[config.mk]
export PLATFORM = sky130hd
export DESIGN_NAME = cpu_arith_logic_unit
export DESIGN_NICKNAME = d
export VERILOG_FILES = /design/src/alu_pkg.sv /design/src/cpu_arith_logic_unit.sv
export SDC_FILE = /design/constraint.sdc
export NUM_CORES = 1
export LEC_CHECK = 0
export ABC_AREA = 1
export BUFFER_PORTS_ARGS = -buffer_cell sky130_fd_sc_hd__clkbuf_2
export CAP_MARGIN = 10
export CELL_PAD_IN_SITES_DETAIL_PLACEMENT = 0
export CELL_PAD_IN_SITES_GLOBAL_PLACEMENT = 1
export CORE_MARGIN = 5
export CORE_UTILIZATION = 49
export CTS_CLUSTER_DIAMETER = 40
export DETAILED_ROUTE_END_ITERATION = 8
export HOLD_SLACK_MARGIN = 0.02
export PLACE_DENSITY_LB_ADDON = 0.1
export SETUP_SLACK_MARGIN = 0.2
export SYNTH_ARGS = -nofsm -noshare
export SYNTH_HDL_FRONTEND = slang
export SYNTH_SLANG_ARGS = --single-unit
[constraint.sdc]
create_clock -name hclk -period 47.1 [get_ports hclk]
set_input_delay 9.42 -clock hclk [delete_from_list [all_inputs] [get_ports hclk]]
set_output_delay 9.42 -clock hclk [all_outputs]
set_load 0.02 [all_outputs]
[src/alu_pkg.sv]
// Shared constants for the arithmetic and logic datapath
package alu_pkg;

  // Register byte offsets
  localparam logic [7:0] OFS_DEST  = 8'h00;
  localparam logic [7:0] OFS_SRC   = 8'h04;
  localparam logic [7:0] OFS_CTRL  = 8'h08;
  localparam logic [7:0] OFS_FLAGS = 8'h0c;

  // Command word fields
  localparam int OP_LSB   = 0;
  localparam int OP_W     = 5;
  localparam int WORD_BIT = 8;
  localparam int IMM_BIT  = 9;
  localparam int CTRL_W   = 10;

  // Condition flag positions, error bit in the flags register
  localparam int FLAG_C  = 0;
  localparam int FLAG_V  = 1;
  localparam int FLAG_Z  = 2;
  localparam int FLAG_N  = 3;
  localparam int ERR_BIT = 8;

  // Reset values
  localparam logic [15:0] DEST_RST  = 16'h0000;
  localparam logic [15:0] SRC_RST   = 16'h0000;
  localparam logic [3:0]  FLAGS_RST = 4'h0;

  // Operation codes
  localparam logic [4:0] OP_ADD                       = 5'h00;
  localparam logic [4:0] OP_SUB                       = 5'h01;
  localparam logic [4:0] CARRY_SUM_OP                 = 5'h02;
  localparam logic [4:0] BORROW_DIFFERENCE_OP         = 5'h03;
  localparam logic [4:0] OP_INC                       = 5'h04;
  localparam logic [4:0] MINUS_ONE_OP                 = 5'h05;
  localparam logic [4:0] OP_ADDS                      = 5'h06;
  localparam logic [4:0] SMALL_STEP_DECREASE          = 5'h07;
  localparam logic [4:0] DECIMAL_FIX_AFTER_SUM        = 5'h08;
  localparam logic [4:0] DECIMAL_FIX_AFTER_DIFFERENCE = 5'h09;
  localparam logic [4:0] OP_MUL                       = 5'h0a;
  localparam logic [4:0] OP_DIV                       = 5'h0b;
  localparam logic [4:0] COMPARE_OP                   = 5'h0c;
  localparam logic [4:0] SIGN_FLIP_OP                 = 5'h0d;
  localparam logic [4:0] OP_AND                       = 5'h0e;
  localparam logic [4:0] OP_OR                        = 5'h0f;
  localparam logic [4:0] OP_XOR                       = 5'h10;
  localparam logic [4:0] OP_NOT                       = 5'h11;

  // Decimal correction constants
  localparam logic [7:0] BCD_LO_FIX = 8'h06;
  localparam logic [7:0] BCD_HI_FIX = 8'h60;
  localparam logic [7:0] BCD_MAX    = 8'h99;
  localparam logic [3:0] BCD_DIGIT  = 4'h9;

endpackage : alu_pkg

[src/cpu_arith_logic_unit.sv]
// Arithmetic and logic datapath with an AHB-Lite register slave
`timescale 1ns/100ps
module cpu_arith_logic_unit
(
  input  wire logic        hclk,
  input  wire logic        hresetn,
  input  wire logic        hsel,
  input  wire logic [31:0] haddr,
  input  wire logic [1:0]  htrans,
  input  wire logic        hwrite,
  input  wire logic [2:0]  hsize,
  input  wire logic [31:0] hwdata,
  input  wire logic        hready,
  output logic      [31:0] hrdata,
  output logic             hreadyout,
  output logic             hresp
);

  typedef struct packed
  {
    logic [15:0] dest;
    logic [15:0] src;
    logic [9:0]  ctrl;
    logic [3:0]  flags;
    logic        err;
    logic        wr_pend;
    logic [7:0]  addr;
    logic [31:0] rdata;
  } state_s;

  state_s s_q;
  state_s s_d;

  logic [15:0] dest_q;
  logic [15:0] src_q;
  logic [3:0]  flags_q;
  logic        err_q;
  logic        wr_ctrl;
  logic [4:0]  op;
  logic        word;
  logic        imm;
  logic        legal;
  logic        exec_ok;

  assign dest_q    = s_q.dest;
  assign src_q     = s_q.src;
  assign flags_q   = s_q.flags;
  assign err_q     = s_q.err;
  assign hrdata    = s_q.rdata;
  assign hreadyout = 1'b1;
  assign hresp     = 1'b0;

  assign wr_ctrl = s_q.wr_pend && (s_q.addr == alu_pkg::OFS_CTRL);
  assign op      = hwdata[alu_pkg::OP_LSB +: alu_pkg::OP_W];
  assign word    = hwdata[alu_pkg::WORD_BIT];
  assign imm     = hwdata[alu_pkg::IMM_BIT];
  assign exec_ok = wr_ctrl && legal;

  // Add or subtract with carry in; returns {v, c, result}
  function automatic logic [17:0] arith(input logic [15:0] x,
                                        input logic [15:0] y,
                                        input logic        ci,
                                        input logic        sub,
                                        input logic        wd);
    logic [15:0] yy;
    logic [16:0] s;
    logic [8:0]  sb;
    logic        c;
    logic        v;
    logic [15:0] r;
    yy = sub ? ~y : y;
    s  = {1'b0, x} + {1'b0, yy} + {16'h0000, ci};
    sb = {1'b0, x[7:0]} + {1'b0, yy[7:0]} + {8'h00, ci};
    if (wd)
    begin
      c = s[16] ^ sub;
      v = (x[15] == yy[15]) && (s[15] != x[15]);
      r = s[15:0];
    end
    else
    begin
      c = sb[8] ^ sub;
      v = (x[7] == yy[7]) && (sb[7] != x[7]);
      r = {x[15:8], sb[7:0]};
    end
    return {v, c, r};
  endfunction : arith

  // Legality of a command
  always_comb
  begin
    legal = 1'b1;
    case (op)
      alu_pkg::OP_ADD:
        legal = !(word && imm);
      alu_pkg::OP_SUB:
        legal = !imm;
      alu_pkg::COMPARE_OP:
        legal = !(word && imm);
      alu_pkg::OP_ADDS,
      alu_pkg::SMALL_STEP_DECREASE:
        legal = (src_q == 16'h0001) || (src_q == 16'h0002);
      alu_pkg::OP_MUL:
        legal = !word && !imm;
      alu_pkg::OP_DIV:
        legal = !word && !imm && (src_q[7:0] != 8'h00);
      alu_pkg::CARRY_SUM_OP,
      alu_pkg::BORROW_DIFFERENCE_OP,
      alu_pkg::OP_AND,
      alu_pkg::OP_OR,
      alu_pkg::OP_XOR:
        legal = !word;
      alu_pkg::OP_INC,
      alu_pkg::MINUS_ONE_OP,
      alu_pkg::DECIMAL_FIX_AFTER_SUM,
      alu_pkg::DECIMAL_FIX_AFTER_DIFFERENCE,
      alu_pkg::SIGN_FLIP_OP,
      alu_pkg::OP_NOT:
        legal = !word;
      default:
        legal = 1'b0;
    endcase
  end

  // Next state: bus slave, command execution, read capture
  always_comb
  begin
    logic [17:0] ar;
    logic [7:0]  lg;
    logic [7:0]  adj;
    logic [15:0] q;
    logic [15:0] rm;
    logic        cf;
    ar  = 18'h00000;
    lg  = 8'h00;
    adj = 8'h00;
    q   = 16'h0000;
    rm  = 16'h0000;
    cf  = flags_q[alu_pkg::FLAG_C];
    s_d = s_q;
    s_d.wr_pend = 1'b0;
    if (s_q.wr_pend)
    begin
      case (s_q.addr)
        alu_pkg::OFS_DEST:
          s_d.dest = hwdata[15:0];
        alu_pkg::OFS_SRC:
          s_d.src = hwdata[15:0];
        alu_pkg::OFS_FLAGS:
          s_d.flags = hwdata[3:0];
        alu_pkg::OFS_CTRL:
        begin
          s_d.ctrl = hwdata[alu_pkg::CTRL_W-1:0];
          s_d.err  = !legal;
        end
        default:
          s_d.ctrl = s_q.ctrl;
      endcase
    end
    if (exec_ok)
    begin
      case (op)
        alu_pkg::OP_ADD,
        alu_pkg::OP_SUB,
        alu_pkg::COMPARE_OP:
        begin
          ar = arith(dest_q, src_q, op != alu_pkg::OP_ADD, op != alu_pkg::OP_ADD, word);
          if (op != alu_pkg::COMPARE_OP)
            s_d.dest = ar[15:0];
          s_d.flags[alu_pkg::FLAG_C] = ar[16];
          s_d.flags[alu_pkg::FLAG_V] = ar[17];
          s_d.flags[alu_pkg::FLAG_N] = word ? ar[15] : ar[7];
          s_d.flags[alu_pkg::FLAG_Z] = word ? (ar[15:0] == 16'h0000) : (ar[7:0] == 8'h00);
        end
        alu_pkg::CARRY_SUM_OP,
        alu_pkg::BORROW_DIFFERENCE_OP,
        alu_pkg::OP_INC,
        alu_pkg::MINUS_ONE_OP,
        alu_pkg::SIGN_FLIP_OP:
        begin
          case (op)
            alu_pkg::CARRY_SUM_OP:
              ar = arith(dest_q, src_q, cf, 1'b0, 1'b0);
            alu_pkg::BORROW_DIFFERENCE_OP:
              ar = arith(dest_q, src_q, !cf, 1'b1, 1'b0);
            alu_pkg::OP_INC:
              ar = arith(dest_q, 16'h0001, 1'b0, 1'b0, 1'b0);
            alu_pkg::MINUS_ONE_OP:
              ar = arith(dest_q, 16'h0001, 1'b1, 1'b1, 1'b0);
            default:
              ar = arith({dest_q[15:8], 8'h00}, dest_q, 1'b1, 1'b1, 1'b0);
          endcase
          s_d.dest = ar[15:0];
          if (op != alu_pkg::OP_INC && op != alu_pkg::MINUS_ONE_OP)
            s_d.flags[alu_pkg::FLAG_C] = ar[16];
          s_d.flags[alu_pkg::FLAG_V] = ar[17];
          s_d.flags[alu_pkg::FLAG_N] = ar[7];
          s_d.flags[alu_pkg::FLAG_Z] = (ar[7:0] == 8'h00);
        end
        alu_pkg::OP_ADDS:
          s_d.dest = dest_q + src_q;
        alu_pkg::SMALL_STEP_DECREASE:
          s_d.dest = dest_q - src_q;
        alu_pkg::DECIMAL_FIX_AFTER_SUM,
        alu_pkg::DECIMAL_FIX_AFTER_DIFFERENCE:
        begin
          // Correction picked from carry and digit range
          if (dest_q[3:0] > alu_pkg::BCD_DIGIT)
            adj = alu_pkg::BCD_LO_FIX;
          if (cf || (op == alu_pkg::DECIMAL_FIX_AFTER_SUM && dest_q[7:0] > alu_pkg::BCD_MAX))
          begin
            adj = adj | alu_pkg::BCD_HI_FIX;
            cf  = 1'b1;
          end
          lg = (op == alu_pkg::DECIMAL_FIX_AFTER_SUM) ? dest_q[7:0] + adj : dest_q[7:0] - adj;
          s_d.dest[7:0] = lg;
          s_d.flags[alu_pkg::FLAG_C] = cf;
          s_d.flags[alu_pkg::FLAG_V] = 1'b0;
          s_d.flags[alu_pkg::FLAG_N] = lg[7];
          s_d.flags[alu_pkg::FLAG_Z] = (lg == 8'h00);
        end
        alu_pkg::OP_MUL:
          s_d.dest = {8'h00, dest_q[7:0]} * {8'h00, src_q[7:0]};
        alu_pkg::OP_DIV:
        begin
          q  = dest_q / {8'h00, src_q[7:0]};
          rm = dest_q % {8'h00, src_q[7:0]};
          s_d.dest = {rm[7:0], q[7:0]};
          s_d.flags[alu_pkg::FLAG_N] = q[7];
          s_d.flags[alu_pkg::FLAG_Z] = (q[7:0] == 8'h00);
        end
        alu_pkg::OP_AND,
        alu_pkg::OP_OR,
        alu_pkg::OP_XOR,
        alu_pkg::OP_NOT:
        begin
          case (op)
            alu_pkg::OP_AND:
              lg = dest_q[7:0] & src_q[7:0];
            alu_pkg::OP_OR:
              lg = dest_q[7:0] | src_q[7:0];
            alu_pkg::OP_XOR:
              lg = dest_q[7:0] ^ src_q[7:0];
            default:
              lg = ~dest_q[7:0];
          endcase
          s_d.dest[7:0] = lg;
          s_d.flags[alu_pkg::FLAG_V] = 1'b0;
          s_d.flags[alu_pkg::FLAG_N] = lg[7];
          s_d.flags[alu_pkg::FLAG_Z] = (lg == 8'h00);
        end
        default:
          s_d.err = 1'b1;
      endcase
    end
    // Address phase capture
    if (hsel && htrans[1] && hready)
    begin
      s_d.wr_pend = hwrite;
      s_d.addr    = haddr[7:0];
      case (haddr[7:0])
        alu_pkg::OFS_DEST:
          s_d.rdata = {16'h0000, s_d.dest};
        alu_pkg::OFS_SRC:
          s_d.rdata = {16'h0000, s_d.src};
        alu_pkg::OFS_CTRL:
          s_d.rdata = {22'h000000, s_d.ctrl};
        alu_pkg::OFS_FLAGS:
          s_d.rdata = {23'h000000, s_d.err, 4'h0, s_d.flags};
        default:
          s_d.rdata = 32'h00000000;
      endcase
    end
  end

  always_ff @(posedge hclk or negedge hresetn)
  begin
    if (!hresetn)
    begin
      s_q       <= '0;
      s_q.dest  <= alu_pkg::DEST_RST;
      s_q.src   <= alu_pkg::SRC_RST;
      s_q.flags <= alu_pkg::FLAGS_RST;
    end
    else
      s_q <= s_d;
  end
endmodule : cpu_arith_logic_unit

==> results.cfg <==
[clock_tree]
cts_tree = built
clock_latency_ns = 0.34
clockRootBuffer = clkbuf_16
h-tree-depth = 3
cts_buffer_depth = 2
cts_buffers = 9
cts_setup_buffers = 0
path_clk_slew_ns = 0.06
cts.sinks = 72
hold_buffers = 0
cts_resized = 0

[global_routing]
grt_pass1_vias = 15980
grt_pass1_wl_um = 87680
grt_max_degree = 73
grt_util_all_layers = 0.2875
overflow = 0
antenna_found_initial = 2

[placement]
place_congestion = 0.9851
place_ws_ns = 15.58
io_buffer_count = 45
hpwl_um = 45200
place_area_um2 = 17080

[worst_setup_path]
cp_slowest_cell = inv_1
max_stage_delay_ns = 0.72
critPathKind = reg2reg
end_kind = flop
startpoint_type = flop
cp_max_fo = 23
critPathArrivalTime_ns = 31.82
worstPathRequired_ns = 47.33
path_common_cell = nand2_1
crit_buf_inv = 26
cp_top_family = simple AND/OR/NAND/NOR gates
r2r-start = src_q[4]
critPathLaunch = src_q[4]

[run]
cap_violations = 0

[floorplan]
start_util = 0.4953
boundaryPins = 108
dieArea_um2 = 37680
row_count = 67
coreArea_um2 = 33530
fp.dieW_um = 194.1
die_h_um = 194.1

[cells_and_area]
syn2layout_area_growth_pct = 4.730
num-fill-cells = 3515
multiInputGateArea_um2 = 12680
final_area_um2 = 17400
ff_latch_area_um2 = 1802
drive_gt1_frac = 0.07352
antennaDiodeCount = 0
nets = 2945

[detailed_routing]
drt-total-wl_um = 56250
drc_errors = 0
route.vias.total = 17080
ant_nets = 0
drt_first_pass_iters = 5
wl_per_cell_um = 18.30
via_per_inst = 5.559
drtIter0Drc = 1494

[min_path]
min_path_type = reg2reg
hold_start = hrdata[1]

[sta]
finClkSkew_ns = 0.009880
hold_violations = 0
setup_slack_ns = 15.52
tightest_slew_ns = 1.231
finalCritPeriodShare = 0.6706
fin_setup_tns_ns = 0
fmax_mhz = 31.66
finalSetupViolCount = 0
slew_headroom = 0.1733
slew_violations = 0
rsz0062_at_grt = false
period_needed_ns = 31.58

[logic_synthesis]
synthCells = 2633
synthAdderAreaFrac = 0.2094
muxShareOfSynthArea = 0.001281
yosys.area.top_type = ha_1
synth_edf_count = 0
synth_compound_area_frac = 0.1693
ys.flop_type = dfrtp_1
ys_seq_area_frac = 0.1085
yosysWarnings = 0
async_flop_share = 1.000
yosysMostFrequentCell = nand2_1
syn-cell-area_um2 = 16610
ys_seq_elements = 72
synth_top_family_by_area = simple AND/OR/NAND/NOR gates
synth_area_leaders = ha_1, nand2_1, dfrtp_1, inv_1, fa_1
yosys.area_share.simple = 0.3212
avgSynthCellArea_um2 = 6.308
synth_top_area_share = 0.1552
yosys.cell_types.count = 71
synth_xor_area_frac = 0.05748
ys_top_cells_by_count = nand2_1, inv_1, ha_1

[run_status]
status = completed
==> area by class of cell <==
class                      instances  area share
sequential                        72      0.1036
inverter                         423     0.09142
multi-input combinational       2041      0.7292
clock inverter                     7    0.005466
tap                              448     0.03222
clock buffer                       9     0.01295
timing repair buffer              73     0.02517
==> logic make-up (layout without fill, tap and decap cells) <==
| kind of cell | Yosys count | count (layout) |
|---|---|---|
| and+or+nand+nor | 1194 | 1194 |
| buffers and inverters | 536 | 512 |
| AOI/OAI and AO/OA | 467 | 467 |
| adders and majority gates | 251 | 251 |
| xor gates and xnor gates | 109 | 109 |
| DFF | 72 | 72 |
| other | 2 | 18 |
| muxes | 2 | 2 |
==> per-stage QoR <==
stage | utilization | std cells | hold WS, ns
global placement | 0.5092 | 3057 | 0.4580
detailed placement | 0.5092 | 3057 | 0.4660
global route | 0.5188 | 3073 | 0.4986
finish | 0.5188 | 3073 | 0.4754
floorplan | - | 2649 | 0.4445
CTS | 0.5188 | 3073 | 0.4803
==> sequential cells by signal (all words and copies together) (netlist names) <==
signal	count
s_q	19
dest_q	16
hrdata	16
src_q	16
flags_q	4
err_q	1
==> worst paths after layout <==
kind	to	slack, ns	depth (start not counted)
min in group asynchronous	dest_q[2]	9.24	1
max in group asynchronous	src_q[14]	37.25	1
max	hrdata[11]	15.52	199
min reg2reg	hrdata[1]	0.48	2
min	hrdata[1]	0.48	2
max reg2reg	hrdata[11]	15.52	199
==> layout by cell type, fill, tap and decap left out, types with 8 or more instances in the layout <==
master	count
xor2_1	75
o21ai_1	10
fa_1	45
o31ai_1	12
o2111ai_1	16
conb_1	18
dfrtp_1	72
a31oi_1	14
a211oi_1	10
a21boi_0	10
ha_1	206
clkbuf_16	9
clkbuf_2	44
nor3_1	38
or2_2	18
nand3_1	165
nand3_2	11
nor4_1	16
a221oi_1	9
o22ai_1	14
a21o_1	26
nor2_4	8
xnor2_1	34
buf_4	29
nand2_1	671
inv_1	403
nor2_1	180
nand4_1	26
inv_2	13
nand2_2	19
o21bai_1	15
a21oi_1	126
o21ai_0	160
==> layer usage <==
layer	up-vias	track usage	wire, µm
met5	-	0	0
met4	0	0.08490	1869
met3	111	0.03562	3746
met2	577	0.4726	25180
met1	7862	0.3971	25450
li1	8533	-	-
==> worst reg2reg max path: cells and delay by family (launching register included) <==
| kind | cells | cell delay (ns) |
|---|---|---|
| flops | 1 | 0.65 |
| fa+ha+maj | 15 | 4.85 |
| buf+inv | 26 | 3.23 |
| simple gates | 107 | 13.31 |
| compound gates | 51 | 9.43 |
Power is not shown: default switching activity piles up to over one toggle a cycle in this logic, so the estimate is an artifact.
